[src/pkg/rcs_defs.svh]
// Constants for the radio setup register bank
// Notes on behaviour
// - Undefined bit positions always read back as zero, whatever was written.
// - Setup bits 6,5,4 mask receive-ready, sent, retry-limit interrupts; reset 0.
// - Setup bit 3 checksum enable, reset 1, forced 1 by any auto-ack; bit 2 length.
// - Setup bit 1 powers up when 1; bit 0 selects receiver role; both reset 0.
// - Auto-ack bits 5..0 enable pipes 5..0, reset 1; bits 7:6 stay zero.
// - Interrupt line goes active on unmasked flag set, inactive when flag cleared by 1.
`ifndef RCS_DEFS_SVH
`define RCS_DEFS_SVH

`define RCS_ADDR_SETUP 5'h00
`define RCS_ADDR_AUTOACK 5'h01
`define RCS_ADDR_RXPIPE 5'h02
`define RCS_ADDR_STATUS 5'h07

`define RCS_CMD_READ 3'h0
`define RCS_CMD_WRITE 3'h1

`define RCS_BIT_MASK_RX 6
`define RCS_BIT_MASK_TX 5
`define RCS_BIT_MASK_RT 4
`define RCS_BIT_CRC_EN 3
`define RCS_BIT_CRC_LEN 2
`define RCS_BIT_PWR 1
`define RCS_BIT_ROLE 0

`define RCS_BIT_FLAG_RX 6
`define RCS_BIT_FLAG_TX 5
`define RCS_BIT_FLAG_RT 4

`define RCS_RST_SETUP 7'h08
`define RCS_RST_AUTOACK 6'h3f
`define RCS_RST_RXPIPE 6'h03
`define RCS_RST_PINS 3'h2

`endif

[src/pkg/rcs_pkg.sv]
// Types for the radio setup register bank
package rcs_pkg;
    typedef struct packed {
        logic recv_ready_irq_mask;
        logic sent_irq_mask;
        logic retry_limit_irq_mask;
        logic checksum_enable;
        logic checksum_length_select;
        logic power_state_bit;
        logic role_select;
        logic [5:0] autoack_pipe_enable;
        logic [5:0] rx_pipe_enable;
    } rcs_cfg_t;

    typedef struct packed {
        logic recv_ready_flag;
        logic sent_flag;
        logic retry_limit_flag;
    } rcs_flags_t;
endpackage

[src/rcs_setup_regs.sv]
// Radio setup registers behind a serial register port
`timescale 1ns/1ps
`default_nettype none
`include "rcs_defs.svh"

module rcs_setup_regs (
    input wire logic ref_clk_in,
    input wire logic sys_rst_in,
    input wire logic spi_sck_in,
    input wire logic spi_csn_in,
    input wire logic spi_mosi_in,
    input wire logic recv_ready_set_in,
    input wire logic sent_set_in,
    input wire logic retry_limit_set_in,
    output logic spi_miso_out,
    output logic radio_interrupt_line_n_out,
    output var rcs_pkg::rcs_cfg_t cfg_out,
    output var rcs_pkg::rcs_flags_t flags_out
);

    // Pin synchronisers, two flops per pin
    localparam int PIN_CNT = 3;
    localparam logic [PIN_CNT-1:0] PIN_IDLE = `RCS_RST_PINS;
    wire logic [PIN_CNT-1:0] pin_raw = {spi_sck_in, spi_csn_in, spi_mosi_in};
    wire logic [PIN_CNT-1:0] pin_sync;

    for (genvar p = 0; p < PIN_CNT; p++) begin : g_pin_sync
        logic [1:0] sync_reg;
        always_ff @(posedge ref_clk_in or posedge sys_rst_in) begin
            if (sys_rst_in) begin
                sync_reg <= PIN_IDLE[p] ? 2'h3 : 2'h0;
            end else begin
                sync_reg <= {sync_reg[0], pin_raw[p]};
            end
        end
        assign pin_sync[p] = sync_reg[1];
    end

    wire logic sck_s = pin_sync[2];
    wire logic csn_s = pin_sync[1];
    wire logic mosi_s = pin_sync[0];

    // Edge detection on the synchronised pins
    logic sck_prev_reg;
    logic csn_prev_reg;

    always_ff @(posedge ref_clk_in or posedge sys_rst_in) begin
        if (sys_rst_in) begin
            sck_prev_reg <= 1'b0;
            csn_prev_reg <= 1'b1;
        end else begin
            sck_prev_reg <= sck_s;
            csn_prev_reg <= csn_s;
        end
    end

    wire logic frame_start = csn_prev_reg & ~csn_s;
    wire logic active = ~csn_s;
    wire logic sck_rise = active & sck_s & ~sck_prev_reg;
    wire logic sck_fall = active & ~sck_s & sck_prev_reg;

    // Register storage
    logic [6:0] setup_reg;
    logic [5:0] autoack_reg;
    logic [5:0] rxpipe_reg;
    wire logic [2:0] flags_now;

    // Serial engine state
    logic [2:0] bit_cnt_reg;
    logic first_byte_reg;
    logic data_seen_reg;
    logic [7:0] cmd_reg;
    logic [6:0] shift_in_reg;
    logic [7:0] tx_reg;
    logic [7:0] tx_next_reg;

    wire logic byte_done = sck_rise & (bit_cnt_reg == 3'h7);
    wire logic [7:0] rx_byte = {shift_in_reg, mosi_s};
    wire logic [4:0] cmd_addr = first_byte_reg ? rx_byte[4:0] : cmd_reg[4:0];
    wire logic cmd_is_read = rx_byte[7:5] == `RCS_CMD_READ;
    wire logic cmd_is_write = cmd_reg[7:5] == `RCS_CMD_WRITE;
    wire logic wr_en = byte_done & ~first_byte_reg & cmd_is_write & ~data_seen_reg;
    wire logic wr_setup = wr_en & (cmd_reg[4:0] == `RCS_ADDR_SETUP);
    wire logic wr_autoack = wr_en & (cmd_reg[4:0] == `RCS_ADDR_AUTOACK);
    wire logic wr_rxpipe = wr_en & (cmd_reg[4:0] == `RCS_ADDR_RXPIPE);
    wire logic wr_status = wr_en & (cmd_reg[4:0] == `RCS_ADDR_STATUS);
    wire logic rd_cmd = first_byte_reg ? cmd_is_read : (cmd_reg[7:5] == `RCS_CMD_READ);

    // Effective checksum enable
    wire logic crc_eff = setup_reg[`RCS_BIT_CRC_EN] | (|autoack_reg);

    // Address decode for reads
    wire logic sel_setup = cmd_addr == `RCS_ADDR_SETUP;
    wire logic sel_autoack = cmd_addr == `RCS_ADDR_AUTOACK;
    wire logic sel_rxpipe = cmd_addr == `RCS_ADDR_RXPIPE;
    wire logic sel_status = cmd_addr == `RCS_ADDR_STATUS;

    wire logic [7:0] setup_rd = {1'b0, setup_reg[6:4], crc_eff, setup_reg[2:0]};
    wire logic [7:0] status_rd = {1'b0, flags_now, 4'h0};
    wire logic [7:0] rd_data =
        sel_setup ? setup_rd :
        sel_autoack ? {2'h0, autoack_reg} :
        sel_rxpipe ? {2'h0, rxpipe_reg} :
        sel_status ? status_rd :
        8'h00;

    // Flag set and clear per source; set wins
    wire logic [2:0] flag_set = {recv_ready_set_in, sent_set_in, retry_limit_set_in};
    wire logic [2:0] flag_clr = wr_status ? rx_byte[6:4] : 3'h0;
    wire logic [2:0] irq_masks = setup_reg[6:4];
    wire logic [2:0] flags_next;
    wire logic [2:0] irq_pend;

    for (genvar f = 0; f < 3; f++) begin : g_flag
        logic flag_reg;
        assign flags_next[f] = flag_set[f] | (flag_reg & ~flag_clr[f]);
        assign irq_pend[f] = flags_next[f] & ~irq_masks[f];
        always_ff @(posedge ref_clk_in or posedge sys_rst_in) begin
            if (sys_rst_in) begin
                flag_reg <= 1'b0;
            end else begin
                flag_reg <= flags_next[f];
            end
        end
        assign flags_now[f] = flag_reg;
    end

    wire logic irq_next = ~(|irq_pend);

    // Register writes
    always_ff @(posedge ref_clk_in or posedge sys_rst_in) begin
        if (sys_rst_in) begin
            setup_reg <= `RCS_RST_SETUP;
        end else if (wr_setup) begin
            setup_reg <= rx_byte[6:0];
        end
    end

    always_ff @(posedge ref_clk_in or posedge sys_rst_in) begin
        if (sys_rst_in) begin
            autoack_reg <= `RCS_RST_AUTOACK;
        end else if (wr_autoack) begin
            autoack_reg <= rx_byte[5:0];
        end
    end

    always_ff @(posedge ref_clk_in or posedge sys_rst_in) begin
        if (sys_rst_in) begin
            rxpipe_reg <= `RCS_RST_RXPIPE;
        end else if (wr_rxpipe) begin
            rxpipe_reg <= rx_byte[5:0];
        end
    end

    // Interrupt line, active low
    always_ff @(posedge ref_clk_in or posedge sys_rst_in) begin
        if (sys_rst_in) begin
            radio_interrupt_line_n_out <= 1'b1;
        end else begin
            radio_interrupt_line_n_out <= irq_next;
        end
    end

    // Command decode and receive shifting
    always_ff @(posedge ref_clk_in or posedge sys_rst_in) begin
        if (sys_rst_in) begin
            bit_cnt_reg <= 3'h0;
            first_byte_reg <= 1'b1;
            data_seen_reg <= 1'b0;
            cmd_reg <= 8'hff;
            shift_in_reg <= 7'h00;
            tx_next_reg <= 8'h00;
        end else if (frame_start) begin
            bit_cnt_reg <= 3'h0;
            first_byte_reg <= 1'b1;
            data_seen_reg <= 1'b0;
            cmd_reg <= 8'hff;
        end else if (sck_rise) begin
            bit_cnt_reg <= bit_cnt_reg + 3'h1;
            shift_in_reg <= rx_byte[6:0];
            if (byte_done) begin
                first_byte_reg <= 1'b0;
                data_seen_reg <= ~first_byte_reg;
                if (first_byte_reg) begin
                    cmd_reg <= rx_byte;
                end
                tx_next_reg <= rd_cmd ? rd_data : 8'h00;
            end
        end
    end

    // Transmit shifting, status first
    always_ff @(posedge ref_clk_in or posedge sys_rst_in) begin
        if (sys_rst_in) begin
            tx_reg <= 8'h00;
        end else if (frame_start) begin
            tx_reg <= status_rd;
        end else if (sck_fall) begin
            tx_reg <= (bit_cnt_reg == 3'h0) ? tx_next_reg : {tx_reg[6:0], 1'b0};
        end
    end

    assign spi_miso_out = tx_reg[7];

    // Registered configuration view
    always_ff @(posedge ref_clk_in or posedge sys_rst_in) begin
        if (sys_rst_in) begin
            cfg_out <= '0;
            flags_out <= '0;
        end else begin
            cfg_out.recv_ready_irq_mask <= setup_reg[`RCS_BIT_MASK_RX];
            cfg_out.sent_irq_mask <= setup_reg[`RCS_BIT_MASK_TX];
            cfg_out.retry_limit_irq_mask <= setup_reg[`RCS_BIT_MASK_RT];
            cfg_out.checksum_enable <= crc_eff;
            cfg_out.checksum_length_select <= setup_reg[`RCS_BIT_CRC_LEN];
            cfg_out.power_state_bit <= setup_reg[`RCS_BIT_PWR];
            cfg_out.role_select <= setup_reg[`RCS_BIT_ROLE];
            cfg_out.autoack_pipe_enable <= autoack_reg;
            cfg_out.rx_pipe_enable <= rxpipe_reg;
            flags_out <= flags_now;
        end
    end

endmodule // rcs_setup_regs

`default_nettype wire

[config.mk]
export PLATFORM = sky130hd
export DESIGN_NAME = rcs_setup_regs
export DESIGN_NICKNAME = d
export VERILOG_FILES = /design/src/pkg/rcs_pkg.sv /design/src/rcs_setup_regs.sv
export VERILOG_INCLUDE_DIRS = /design/src /design/src/pkg
export SDC_FILE = /design/constraint.sdc
export NUM_CORES = 1
export LEC_CHECK = 0
export ABC_CLOCK_PERIOD_IN_PS = 7600
export BUFFER_PORTS_ARGS = -buffer_cell sky130_fd_sc_hd__buf_2
export CAP_MARGIN = 10
export CORE_MARGIN = 8
export CORE_UTILIZATION = 40
export DETAILED_ROUTE_END_ITERATION = 12
export GPL_TIMING_DRIVEN = 0
export PLACE_DENSITY_LB_ADDON = 0.25
export RECOVER_POWER = 100
export SKIP_LAST_GASP = 1
export SYNTH_ARGS = -nofsm -noshare
export SYNTH_HDL_FRONTEND = slang
export SYNTH_SLANG_ARGS = --single-unit
[constraint.sdc]
create_clock -name ref_clk_in -period 7.6 [get_ports ref_clk_in]
set_clock_uncertainty 0.15 [all_clocks]
set_input_delay 1.52 -clock ref_clk_in [delete_from_list [all_inputs] [get_ports ref_clk_in]]
set_output_delay 1.52 -clock ref_clk_in [all_outputs]
set_load 0.005 [all_outputs]
# Yosys cells after proc, flatten, opt, wreduce, memory -nomap -nowiden
# Index checks and enable logic that the tools add are counted.
# totals
reg_bits	89
latchBits	0
ram_bits	0
rom_bits	0
inputBits	8
out_inout_bits	24
elab_cells	114
n_memories	0
# classes
n_addsub	1
mul	0
div_mod_pow	0
n_lt_le_gt_ge	0
n_eq_ne	8
shifts	0
n_mux	23
bitwise	36
n_reduce_logical	15
# op_table
cell	n
$mux W8	7
$mux W7	5
$and A1 B1 Y1	19
$not A1 Y1	13
$eq A5 B1 Y1 const B	2
$eq A5 B2 Y1 const B	2
$eq A5 B3 Y1 const B	2
$logic_not A5 Y1	2
$logic_not A3 Y1	3
$mux W3	3
$reduce_bool A2 Y1	4
$mux W1	7
$reduce_and A3 Y1	2
$reduce_or A6 Y1	1
$mux W5	1
$or A1 B1 Y1	4
$reduce_and A2 Y1	2
$add A3 B1 Y3 const B	1
$eq A3 B1 Y1 const B	1
$eq A3 B3 Y1 const B	1
$reduce_or A3 Y1	1

# Longest topological paths before layout
# depth
word_depth	15
depth_mapped	7
mapped_depth_nobuf	6

# Worst setup path after synthesis
# No wires, ideal clock.
# synth_timing
path_kind	reg2out
startpoint	register radio_interrupt_line_n_out
endpoint	output radio_interrupt_line_n_out
t_arrival_ns	0.501
required_ns	5.930
setup_slack_ns	5.429
stages_incl_launch_ff	1
path_buffers	0
path_cell_list	dfstp_2
# synth_lines
element	line_no	source
start: declaration	rcs_setup_regs.sv:16	output logic radio_interrupt_line_n_out,
start signal: assignment	rcs_setup_regs.sv:160	radio_interrupt_line_n_out <= irq_next;
# No word-level cell between the ends.

# Worst setup path after layout
# layout_timing
startpoint	register csn_prev_reg
endpoint	register tx_next_reg[1]
# layout_between
elab_chain_len	3
# layout_lines
element	line_no	source
start: declaration	rcs_setup_regs.sv:45	logic csn_prev_reg;
start signal: assignment	rcs_setup_regs.sv:53	csn_prev_reg <= csn_s;
$and A1 B1 Y1	rcs_setup_regs.sv:57	wire logic frame_start = csn_prev_reg & ~csn_s;
$not A1 Y1 (no line)	n/a	
$reduce_and A3 Y1 (no line)	n/a	
end signal: assignment	rcs_setup_regs.sv:187	tx_next_reg <= rd_cmd ? rd_data : 8'h00;
end: declaration	rcs_setup_regs.sv:75	logic [7:0] tx_next_reg;
# No other way between the ends.
# A chain may end at the register's enable or synchronous reset.

==> impl_metrics.yaml <==
yosys:
  ys.flop_type: "dfrtp_1"
  netlist-cell-type-count: 49
  ys_warn_count: 0
  syn_avg_cell_area_um2: 12.7
  syn_nets: 294
  synth-edff-count: 0
  ys_top_cells_by_area: "dfrtp_1 (46%), dfstp_2 (16%), nand2_1 (5.2%)"
  synth_largest_area_cell: "dfrtp_1"
  syn_inst: 283
  netlist_area_um2: 3600
  yosysTopAreaCellShare: 0.458
  async_flop_share: 1.00
  synth_seq_area_share: 0.619
  yosys_register_bits: 88
sta:
  relSlewSlack: -0.256
  report.final.slew_viol_count: 54
  setup-violations-final: 0
  tns_ns: 0
  whs_ns: 0.205
  rsz0062_at_grt: "false"
  fmax_mhz: 313
  finalCritPeriodShare: 0.421
  worstMarginPinSlew_ns: 1.87
  hold_violations: 0
  layout_min_cycle_time_ns: 3.20
clock_tree:
  cts_sinks: 88
  cts_tree: "yes"
  cts_resized: 0
  cts_max_level: 3
  ctsHoldBuffers: 0
  cts_buffers: 9
  cts_buffer_depth: 2
  cts-root-buf: "clkbuf_8"
  clk_pin_slew_ns: 0.09
  insertion_delay_ns: 0.35
  postCtsSetupRepairBufs: 0
worst_setup_path:
  startpoint_type: "register"
  path_class: "reg -> reg"
  cp.arrival_ns: 3.29
  r2r_slack_ns: 4.40
  endpoint_kind: "register"
  cp.required_ns: 7.69
  crit_start: "csn_prev_reg"
  cp_max_fo: 10
  r2r-start: "csn_prev_reg"
placed_design:
  dpl-instance-area_um2: 3920
  io_buffers: 31
  dp_cells: 423
  gp_congestion: 0.796
  place_hpwl_um: 5160
grt:
  grt_overflow: 0
  grt_pass1_vias: 2450
  grt_antenna_before_repair: 0
  grt_max_degree: 47
  grtUsageTotal: 0.128
  grt_pass1_wl_um: 12900
power_and_ir_drop:
  clock_power_share: 0.366
  seqPwrFrac: 0.551
  power_switching_w: 0.000226
  swShare: 0.252
  p_comb_frac: 0.083
  p_int_w: 0.000672
  leakagePower_nw: 1.88
  power_density_nw_per_um2: 222
  peakVddDrop_v: 0.000115
floorplanning:
  die_height_um: 111
  initial_core_util: 0.413
  core-area_um2: 8720
  fp-row-count: 34
  fp.dieW_um: 111
  die_area_um2: 12300
  ioPinCount: 32
min_path:
  holdCritPathClass: "reg -> reg"
  hold_start: "g_pin_sync[0].sync_reg[0]"
route:
  first_iter_violations: 119
  post_drt_via_cell_ratio: 5.26
  routed_wl_um: 7490
  wire_per_inst_um: 17.1
  vias: 2310
  remaining_drc_errors: 0
  dr.pass1.iters: 4
  detail-route-antenna-nets: 0
finish:
  layout-drive-gt1-share: 0.199
  largest_reg_flops: 19
  diodes: 0
  area_growth_pct: 12.1
  layout.nets: 337
  fin_cells: 439
  finish.instance_area_um2: 4040
run_status:
  violations: "max-capacitance violations, max-slew violations"
  status: "complete, but fails checks"
job:
  maxCapViolations: 2
[layout make-up]
class	count	area, um2
buffer	8	33.8
multi-input combinational	181	1260
clock inverter	4	52.6
timing repair buffer	32	160
tap	108	135
clock buffer	12	145
sequential	88	2230
fill	797	4680
inverter	6	23.8
[synthesized netlist by cell type (all sizes together) (4+ instances only)]
cell	number
a21oi	5
a221o	5
a22o	8
a32o	4
buf	4
clkbuf	4
dfrtp	66
dfstp	22
inv	6
mux2	22
mux2i	9
nand2	50
nand3	7
nor2	13
nor2b	5
o21ai	13
[metal layers]
layer,vias to the layer above,track usage,part of all wire
met1,1172,0.167,0.48
li1,1095,-,-
met4,0,0.0523,0.010
met5,-,0,0
met3,9,0.0314,0.036
met2,34,0.198,0.47
[through the flow]
step                 util  total power [W]  setup slack (ns)
floorplan               -         0.000555              3.69
CTS                 0.473         0.000908              4.95
global route        0.463         0.000939              4.19
finish              0.463         0.000899              4.40
global placement    0.446         0.000578              2.66
detailed placement  0.450         0.000581              5.11
[final timing paths]
kind                                                   end  cells after the start
worst min register to register   g_pin_sync[0].sync_reg[1]                      0
min in group asynchronous        g_pin_sync[0].sync_reg[1]                      2
worst max register to register              tx_next_reg[1]                      4
worst max-delay path                        tx_next_reg[1]                      4
worst min-delay path             g_pin_sync[0].sync_reg[1]                      0
max in group asynchronous       radio_interrupt_line_n_out                      3
[worst max-delay path, cell delays in order (launching register included)]
cell and delay (ns):
dfstp_2 0.37, clkbuf_1 0.15, nor4b_1 1.52, nand2_1 0.53
a22o_1 0.36
[power groups by stage]
stage	combinational, W	sequential [W]	clock (W)
6_report	0.0000750	0.000495	0.000329
2_1_floorplan	0.0000573	0.000498	0
3_3_place_gp	0.0000735	0.000504	0
3_5_place_dp	0.0000767	0.000504	0
4_1_cts	0.0000770	0.000496	0.000335
5_1_grt	0.0000851	0.000497	0.000357
[cell families after synthesis]
group           Yosys count  synth area share
buf+inv                  14            0.0177
fa+ha+maj                 3            0.0104
simple gates             99             0.148
compound gates           48             0.104
flops                    88             0.619
mux                      31             0.101
[layout by cell type (no fill, tap or decap), types with 6 or more instances in the layout]
cell type / n
a22o_1: 8
buf_2: 16
clkbuf_1: 24
clkbuf_8: 10
dfrtp_1: 66
dfstp_1: 9
dfstp_2: 13
mux2_1: 6
mux2_2: 14
mux2i_1: 9
nand2_1: 50
nand3_1: 7
nor2_1: 13
o21ai_0: 12
No activity file was read; power rests on OpenSTA's default activity.
